[config.mk]
export PLATFORM = sky130hd
export DESIGN_NAME = ddp_pointer_unit
export DESIGN_NICKNAME = d
export VERILOG_FILES = /design/src/verilog/ddp_pkg.sv /design/src/verilog/ddp_pointer_unit.sv
export VERILOG_INCLUDE_DIRS = /design/src /design/src/verilog
export SDC_FILE = /design/constraint.sdc
export NUM_CORES = 1
export LEC_CHECK = 0
export BUFFER_PORTS_ARGS = -buffer_cell sky130_fd_sc_hd__buf_2
export CAP_MARGIN = 10
export CORE_ASPECT_RATIO = 1.4
export CORE_MARGIN = 3
export CORE_UTILIZATION = 45
export CTS_CLUSTER_DIAMETER = 150
export DETAILED_ROUTE_END_ITERATION = 16
export GPL_TIMING_DRIVEN = 0
export PLACE_DENSITY = 0.61
export SYNTH_ARGS = -nofsm -noshare
export SYNTH_HDL_FRONTEND = slang
export SYNTH_SLANG_ARGS = --single-unit
[constraint.sdc]
create_clock -name sys_clk -period 5.3 [get_ports sys_clk]
set_input_delay 0.265 -clock sys_clk [delete_from_list [all_inputs] [get_ports sys_clk]]
set_output_delay 0.265 -clock sys_clk [all_outputs]
set_load 0.02 [all_outputs]
[src/verilog/ddp_cfg.svh]
// Addresses, field positions and reset values for the pointer unit
`ifndef DDP_CFG_SVH
`define DDP_CFG_SVH

`define DDP_ADDR_PTR_LO 8'h82
`define DDP_ADDR_PTR_HI 8'h83
`define DDP_ADDR_CTRL 8'h85
`define DDP_ADDR_MODE 8'h86

`define DDP_CTRL_SEL_BIT 0
`define DDP_CTRL_TOGGLE_BIT 6
`define DDP_CTRL_RESET 8'h00
`define DDP_MODE_RESET 8'h00
`define DDP_PTR_RESET 16'h0000

`define DDP_MODE_ZERO_LSB 0
`define DDP_MODE_ONE_LSB 2

`endif

[src/verilog/ddp_pkg.sv]
// Types shared by the pointer unit
package ddp_pkg;
  typedef enum logic [1:0] {
    DDP_HOLD = 2'h0,
    DDP_RSVD = 2'h1,
    DDP_INC = 2'h2,
    DDP_DEC = 2'h3
  } ddp_mode_t;
endpackage : ddp_pkg

[src/verilog/ddp_pointer_unit.sv]
// Dual external-data pointer unit with special-register access
`timescale 1ns/1ns
`default_nettype none
`include "ddp_cfg.svh"

module ddp_pointer_unit
  import ddp_pkg::*;
#(
  parameter int PTR_WIDTH = 16
) (
  // Clock and reset
  input wire logic sys_clk,
  input wire logic nrst,
  // Special-register bus from the core
  input wire logic [7:0] sfrAddr,
  input wire logic sfrWrite,
  input wire logic [7:0] sfrWdata,
  input wire logic sfrRead,
  output logic [7:0] sfrRdata,
  output logic sfrHit,
  // External-data move completion from the core
  input wire logic extMoveDone,
  // Address presented to the external memory space
  output logic [PTR_WIDTH-1:0] activePointer,
  output logic pointerSelect
);

  // ------------------------------------------------------------
  // Reset synchroniser
  // ------------------------------------------------------------
  logic rstMeta_reg;
  logic rstSync_reg;
  always_ff @(posedge sys_clk or negedge nrst) begin
    if (!nrst) begin
      rstMeta_reg <= 1'b0;
      rstSync_reg <= 1'b0;
    end else begin
      rstMeta_reg <= 1'b1;
      rstSync_reg <= rstMeta_reg;
    end
  end
  wire logic rstN = rstSync_reg;

  // ------------------------------------------------------------
  // State
  // ------------------------------------------------------------
  logic [PTR_WIDTH-1:0] ptr_reg [2];
  logic [PTR_WIDTH-1:0] ptr_next [2];
  logic sel_reg;
  logic sel_next;
  logic toggle_reg;
  logic toggle_next;
  logic [3:0] mode_reg;
  logic [3:0] mode_next;

  // ------------------------------------------------------------
  // Constants
  // ------------------------------------------------------------
  localparam logic [7:0] CTRL_RST = `DDP_CTRL_RESET;
  localparam logic [7:0] MODE_RST = `DDP_MODE_RESET;
  localparam logic [PTR_WIDTH-1:0] PTR_ONE = PTR_WIDTH'(1);

  // ------------------------------------------------------------
  // Decode
  // ------------------------------------------------------------
  wire logic hitLo = sfrAddr == `DDP_ADDR_PTR_LO;
  wire logic hitHi = sfrAddr == `DDP_ADDR_PTR_HI;
  wire logic hitCtrl = sfrAddr == `DDP_ADDR_CTRL;
  wire logic hitMode = sfrAddr == `DDP_ADDR_MODE;
  wire logic anyHit = hitLo | hitHi | hitCtrl | hitMode;
  wire logic wrCtrl = sfrWrite & hitCtrl;
  wire logic wrMode = sfrWrite & hitMode;
  wire logic wrLo = sfrWrite & hitLo;
  wire logic wrHi = sfrWrite & hitHi;
  // A control write owns the select bit in its cycle; a move only flips it
  // when no control write is in the same cycle, so software always has the last word
  wire logic selFlip = extMoveDone & toggle_reg & ~wrCtrl;

  // Only the selected pointer is ever visible
  wire logic [PTR_WIDTH-1:0] selPtr = ptr_reg[sel_reg];
  wire logic [7:0] ctrlView = {1'b0, toggle_reg, 5'h00, sel_reg};
  wire logic [7:0] rdMux =
    hitLo ? selPtr[7:0] :
    hitHi ? selPtr[15:8] :
    hitCtrl ? ctrlView :
    hitMode ? {4'h0, mode_reg} : 8'h00;

  // ------------------------------------------------------------
  // Next-state: write first, then post-move adjust and toggle
  // ------------------------------------------------------------
  genvar gi;
  generate
    for (gi = 0; gi < 2; gi++) begin : g_ptr
      // This pointer is the one the core sees through 82h/83h
      wire logic mine = sel_reg == 1'(gi);
      wire ddp_mode_t md = ddp_mode_t'(mode_reg[2*gi +: 2]);
      wire logic wrLoMine = mine & wrLo;
      wire logic wrHiMine = mine & wrHi;
      // Reserved mode is not decoded, so it falls through to hold
      wire logic incMine = mine & extMoveDone & (md == DDP_INC);
      wire logic decMine = mine & extMoveDone & (md == DDP_DEC);
      wire logic [PTR_WIDTH-1:0] incVal = ptr_reg[gi] + PTR_ONE;
      wire logic [PTR_WIDTH-1:0] decVal = ptr_reg[gi] - PTR_ONE;
      always_comb begin
        ptr_next[gi] = ptr_reg[gi];
        if (wrLoMine) begin
          ptr_next[gi][7:0] = sfrWdata;
        end
        if (wrHiMine) begin
          ptr_next[gi][15:8] = sfrWdata;
        end
        // Adjust only the pointer the move used
        // A byte write in the same cycle loses to the adjust
        if (incMine) begin
          ptr_next[gi] = incVal;
        end else if (decMine) begin
          ptr_next[gi] = decVal;
        end
      end
    end
  endgenerate

  always_comb begin
    sel_next = sel_reg;
    toggle_next = toggle_reg;
    mode_next = mode_reg;
    if (wrCtrl) begin
      sel_next = sfrWdata[`DDP_CTRL_SEL_BIT];
      toggle_next = sfrWdata[`DDP_CTRL_TOGGLE_BIT];
    end else if (selFlip) begin
      sel_next = ~sel_reg;
    end
    if (wrMode) begin
      mode_next = sfrWdata[3:0];
    end
  end

  // ------------------------------------------------------------
  // Registers
  // ------------------------------------------------------------
  always_ff @(posedge sys_clk or negedge rstN) begin
    if (!rstN) begin
      ptr_reg[0] <= `DDP_PTR_RESET;
      ptr_reg[1] <= `DDP_PTR_RESET;
      sel_reg <= CTRL_RST[`DDP_CTRL_SEL_BIT];
      toggle_reg <= CTRL_RST[`DDP_CTRL_TOGGLE_BIT];
      mode_reg <= MODE_RST[3:0];
    end else begin
      ptr_reg[0] <= ptr_next[0];
      ptr_reg[1] <= ptr_next[1];
      sel_reg <= sel_next;
      toggle_reg <= toggle_next;
      mode_reg <= mode_next;
    end
  end

  // Outputs registered; activePointer and pointerSelect show the state after each edge
  always_ff @(posedge sys_clk or negedge rstN) begin
    if (!rstN) begin
      sfrRdata <= 8'h00;
      sfrHit <= 1'b0;
      activePointer <= `DDP_PTR_RESET;
      pointerSelect <= 1'b0;
    end else begin
      sfrRdata <= sfrRead ? rdMux : 8'h00;
      sfrHit <= (sfrRead | sfrWrite) & anyHit;
      activePointer <= ptr_next[sel_next];
      pointerSelect <= sel_next;
    end
  end

endmodule : ddp_pointer_unit
`default_nettype wire

==> metrics.md <==
| Metric | Value |
|---|---|
| Status | complete, no violations |
| GPL Wtd Cong | 0.9344 |
| RSZ-0062 raised after global routing | no |
| Class of the worst hold path | input pin to register |
| CP Cell Sequence | clkbuf_1 -> inv_1 -> ha_1 -> nor3b_1 -> and2_1 -> a32o_1 -> o22ai_1 -> a311oi_1 -> o2bb2ai_1 |
| Ys Warns | 0 |
| Worst EP arrival | 3.33 ns |
| CTS Buf Count | 9 |
| Unique masters post-synth | 71 |
| Die Area | 11110 um^2 |
| Reg2reg start | ptr_reg[0]$_DFF_PN0_ |
| Initial Utilization | 0.4643 |
| Skew final | 0.002750 ns |
| Std-Cell Rows | 42 |
| Hpwl dp | 11400 um |
| Final setup violation count | 0 |
| # IOs | 47 |
| Multi-input gate area | 2605 um^2 |
| Final wirelength | 15710 um |
| CTS root buf | clkbuf_16 |
| Bufs on Longest Clock Path | 2 |
| Max H-tree Level | 3 |
| Sequential Power Share | 0.325 |
| Worst slew margin | 0.2381 |
| Slew Viols, Final | 0 |
| Core Region | 9564 um^2 |
| DIE HEIGHT | 123.5 um |
| Routed via count | 4429 |
| Ratio of cells with drive above 1 in the final layout | 0.1785 |
| # DRC | 0 |
| Peak VDD IR | 0.0001956 V |
| Synthesized area per cell | 8.622 um^2 |
| Area growth syn-to-layout | 15.41% |
| Reg clk slew, reported paths | 0.05 ns |
| Sequential share of the synthesized area | 0.3663 |
| Ratio of final minimum period to clock period | 0.5808 |
| Total power | 2.190 mW |
| Die width | 89.96 um |
| Setup crit start | ptr_reg[0]$_DFF_PN0_ |
| Tightest Pin Transition | 1.132 ns |
| # diodes | 0 |
| Antenna-violating nets left | 0 |
| PD cells | 427.3 nW/um^2 |
| CP bufs+invs | 2 |
| Comb pwr share | 0.425 |
| Most frequent cell after synthesis | dfrtp_1 |
| Postcts setup bufs | 0 |
| Clock share of power | 0.250 |
| Switching power | 893.5 uW |
| Post-synth top flop | dfrtp_1 |
| Setup TNS | 0 ns |
| Fmax | 324.9 MHz |
| Layout fillers | 960 |
| Sequential Area | 1630 um^2 |
| CP delay by family, top | compound AO/OA/AOI/OAI gates |
| Max-Cap Viols | 0 |
| CP Max Fanout | 10 |
| Crit-path max cell delay | 0.68 ns |
| Global-route wire length before repair | 24120 um |
| GRT Total Usage | 0.2875 |
| EDFF count, synth | 0 |
| Vias in the first global route | 4127 |
| Drt wl/cell | 22.16 um |
| Critical Path End Type | register |
| Largest register FFs | 32 |
| Synthesized instance count | 515 |
| P_leak | 2.147 nW |
| Skew-Pair Late Insertion Delay | 0.33 ns |
| P_int | 1.296 mW |
| CTS Sinks | 65 |
| DRT Pass-1 Iters | 5 |
| Sw frac | 0.4080 |
| Post-Syn Nets | 540 |
| Hold_sp | sfrAddr[6] |
| Largest net degree at the start of global routing | 64 |
| Vias/cell | 6.247 |
| Asr flop ratio synth | 1.000 |
| Data required, critical path | 5.56 ns |
| Area leader, netlist | dfrtp_1 |
| Synth Register Bits | 65 |
| Final Hold Fails | 0 |
| Min cycle time layout | 3.078 ns |
| Grt ovf | 0 |
| Setup CP Type | register to register |
| CTS tree | built |
| IO buf count | 46 |
| Post-synth top cells | dfrtp_1, nand2_1, nor2_1 |
| Number of antenna violations at the first check in global routing | 0 |
| Initial DRC Count | 412 |
| Cell area after synthesis | 4441 um^2 |
| Cell at the slowest stage of the critical path | nor3b_1 |
| Layout Nets | 599 |
| Synth top area share | 0.3663 |
| Critical Path Source Type | register |
| Area contributors post-synth | dfrtp_1, mux2_2, nand2_1, mux2i_1, nor2_1 |
layout make-up:
cell class              instances  area share
multi-input cells             396      0.5083
inverters                      12    0.008789
well taps                     132     0.03223
clock inverters                 3    0.003418
clock buffers                  11     0.04932
plain buffers                  42     0.03198
flip-flops and latches         65      0.3181
repair buffers                 48     0.04785
layout by cell type, fill, tap and decap left out, drive strengths merged, types with 3 or more instances in the layout:
master and count:
nand2 54, xor2 10, nor2 46, nor3 19
a21oi 26, o22ai 19, a211oi 4, xnor2 13
clkinv 3, nor2b 7, o21a 4, and3 10
clkbuf 42, and2 5, ha 4, a221oi 3
or4 4, and4 5, o211ai 3, or3 3
dfrtp 65, o2bb2ai 3, mux2 22, nand4 14
nor3b 3, inv 11, a22o 3, buf 58
nand3 24, nor4 12, a31oi 8, o21ai 10
mux2i 19, a311oi 3
power by group through the flow:
stage / sequential, mW / combinational, mW / clock (mW)
6_report: 0.712 / 0.931 / 0.548
5_1_grt: 0.727 / 1.00 / 0.583
4_1_cts: 0.711 / 0.919 / 0.558
3_5_place_dp: 0.718 / 0.914 / 0
3_3_place_gp: 0.714 / 0.914 / 0
2_1_floorplan: 0.761 / 0.587 / 0
cell families (layout without fill, tap and decap cells):
kind of cell,after synthesis,count (layout),share of synthesized area
other,1,1,0.0008445
DFF,65,65,0.3663
muxes,41,41,0.09946
xor gates and xnor gates,23,23,0.04536
AOI/OAI and AO/OA,110,110,0.1730
adders and majority gates,4,4,0.01127
buffers and inverters,54,116,0.04705
and+or+nand+nor,217,217,0.2567
what timing repair did:
item,4_1_cts,5_1_grt
hold buffers,1,0
gates resized for setup,0,0
hold endpoints to repair,2,0
per-layer routing:
layer	GRT usage	part of all wire
met5	0	0
met4	0.1398	0.043
met3	0.03895	0.067
met2	0.4873	0.49
met1	0.3648	0.40
through the flow:
stage	hold WS (ns)	std cells	utilization	worst slack [ns]	cell area (um^2)
after floorplan	-0.03059	515	-	3.027	4441
after global placement	0.04952	693	0.5056	2.316	4836
after detailed placement	0.05389	693	0.5060	2.325	4840
after CTS	0.2225	708	0.5353	2.307	5120
after global routing	0.2622	709	0.5358	2.085	5125
final	0.2266	709	0.5358	2.222	5125
worst reg2reg max path, delay by kind of cell (launching register included):
family / cells / cell delay (ns)
AND/OR/NAND/NOR: 2 / 1.00
flip-flops: 1 / 0.39
AO/OA/AOI/OAI: 4 / 1.05
buffers and inverters: 2 / 0.40
adder cells (fa/ha/maj): 1 / 0.17
final timing paths:
| kind | endpoint | slack (ns) | cells past startpoint |
|---|---|---|---|
| max in group asynchronous | sfrHit$_DFF_PN0_ | 4.30 | 0 |
| max | activePointer[8]$_DFF_PN0_ | 2.22 | 9 |
| min in group asynchronous | rstN$_DFF_PN0_ | 0.25 | 2 |
| max reg2reg | activePointer[8]$_DFF_PN0_ | 2.22 | 9 |
| min reg2reg | rstN$_DFF_PN0_ | 0.35 | 0 |
| min | sfrHit$_DFF_PN0_ | 0.23 | 4 |
Power figures use the tool's default switching activity.
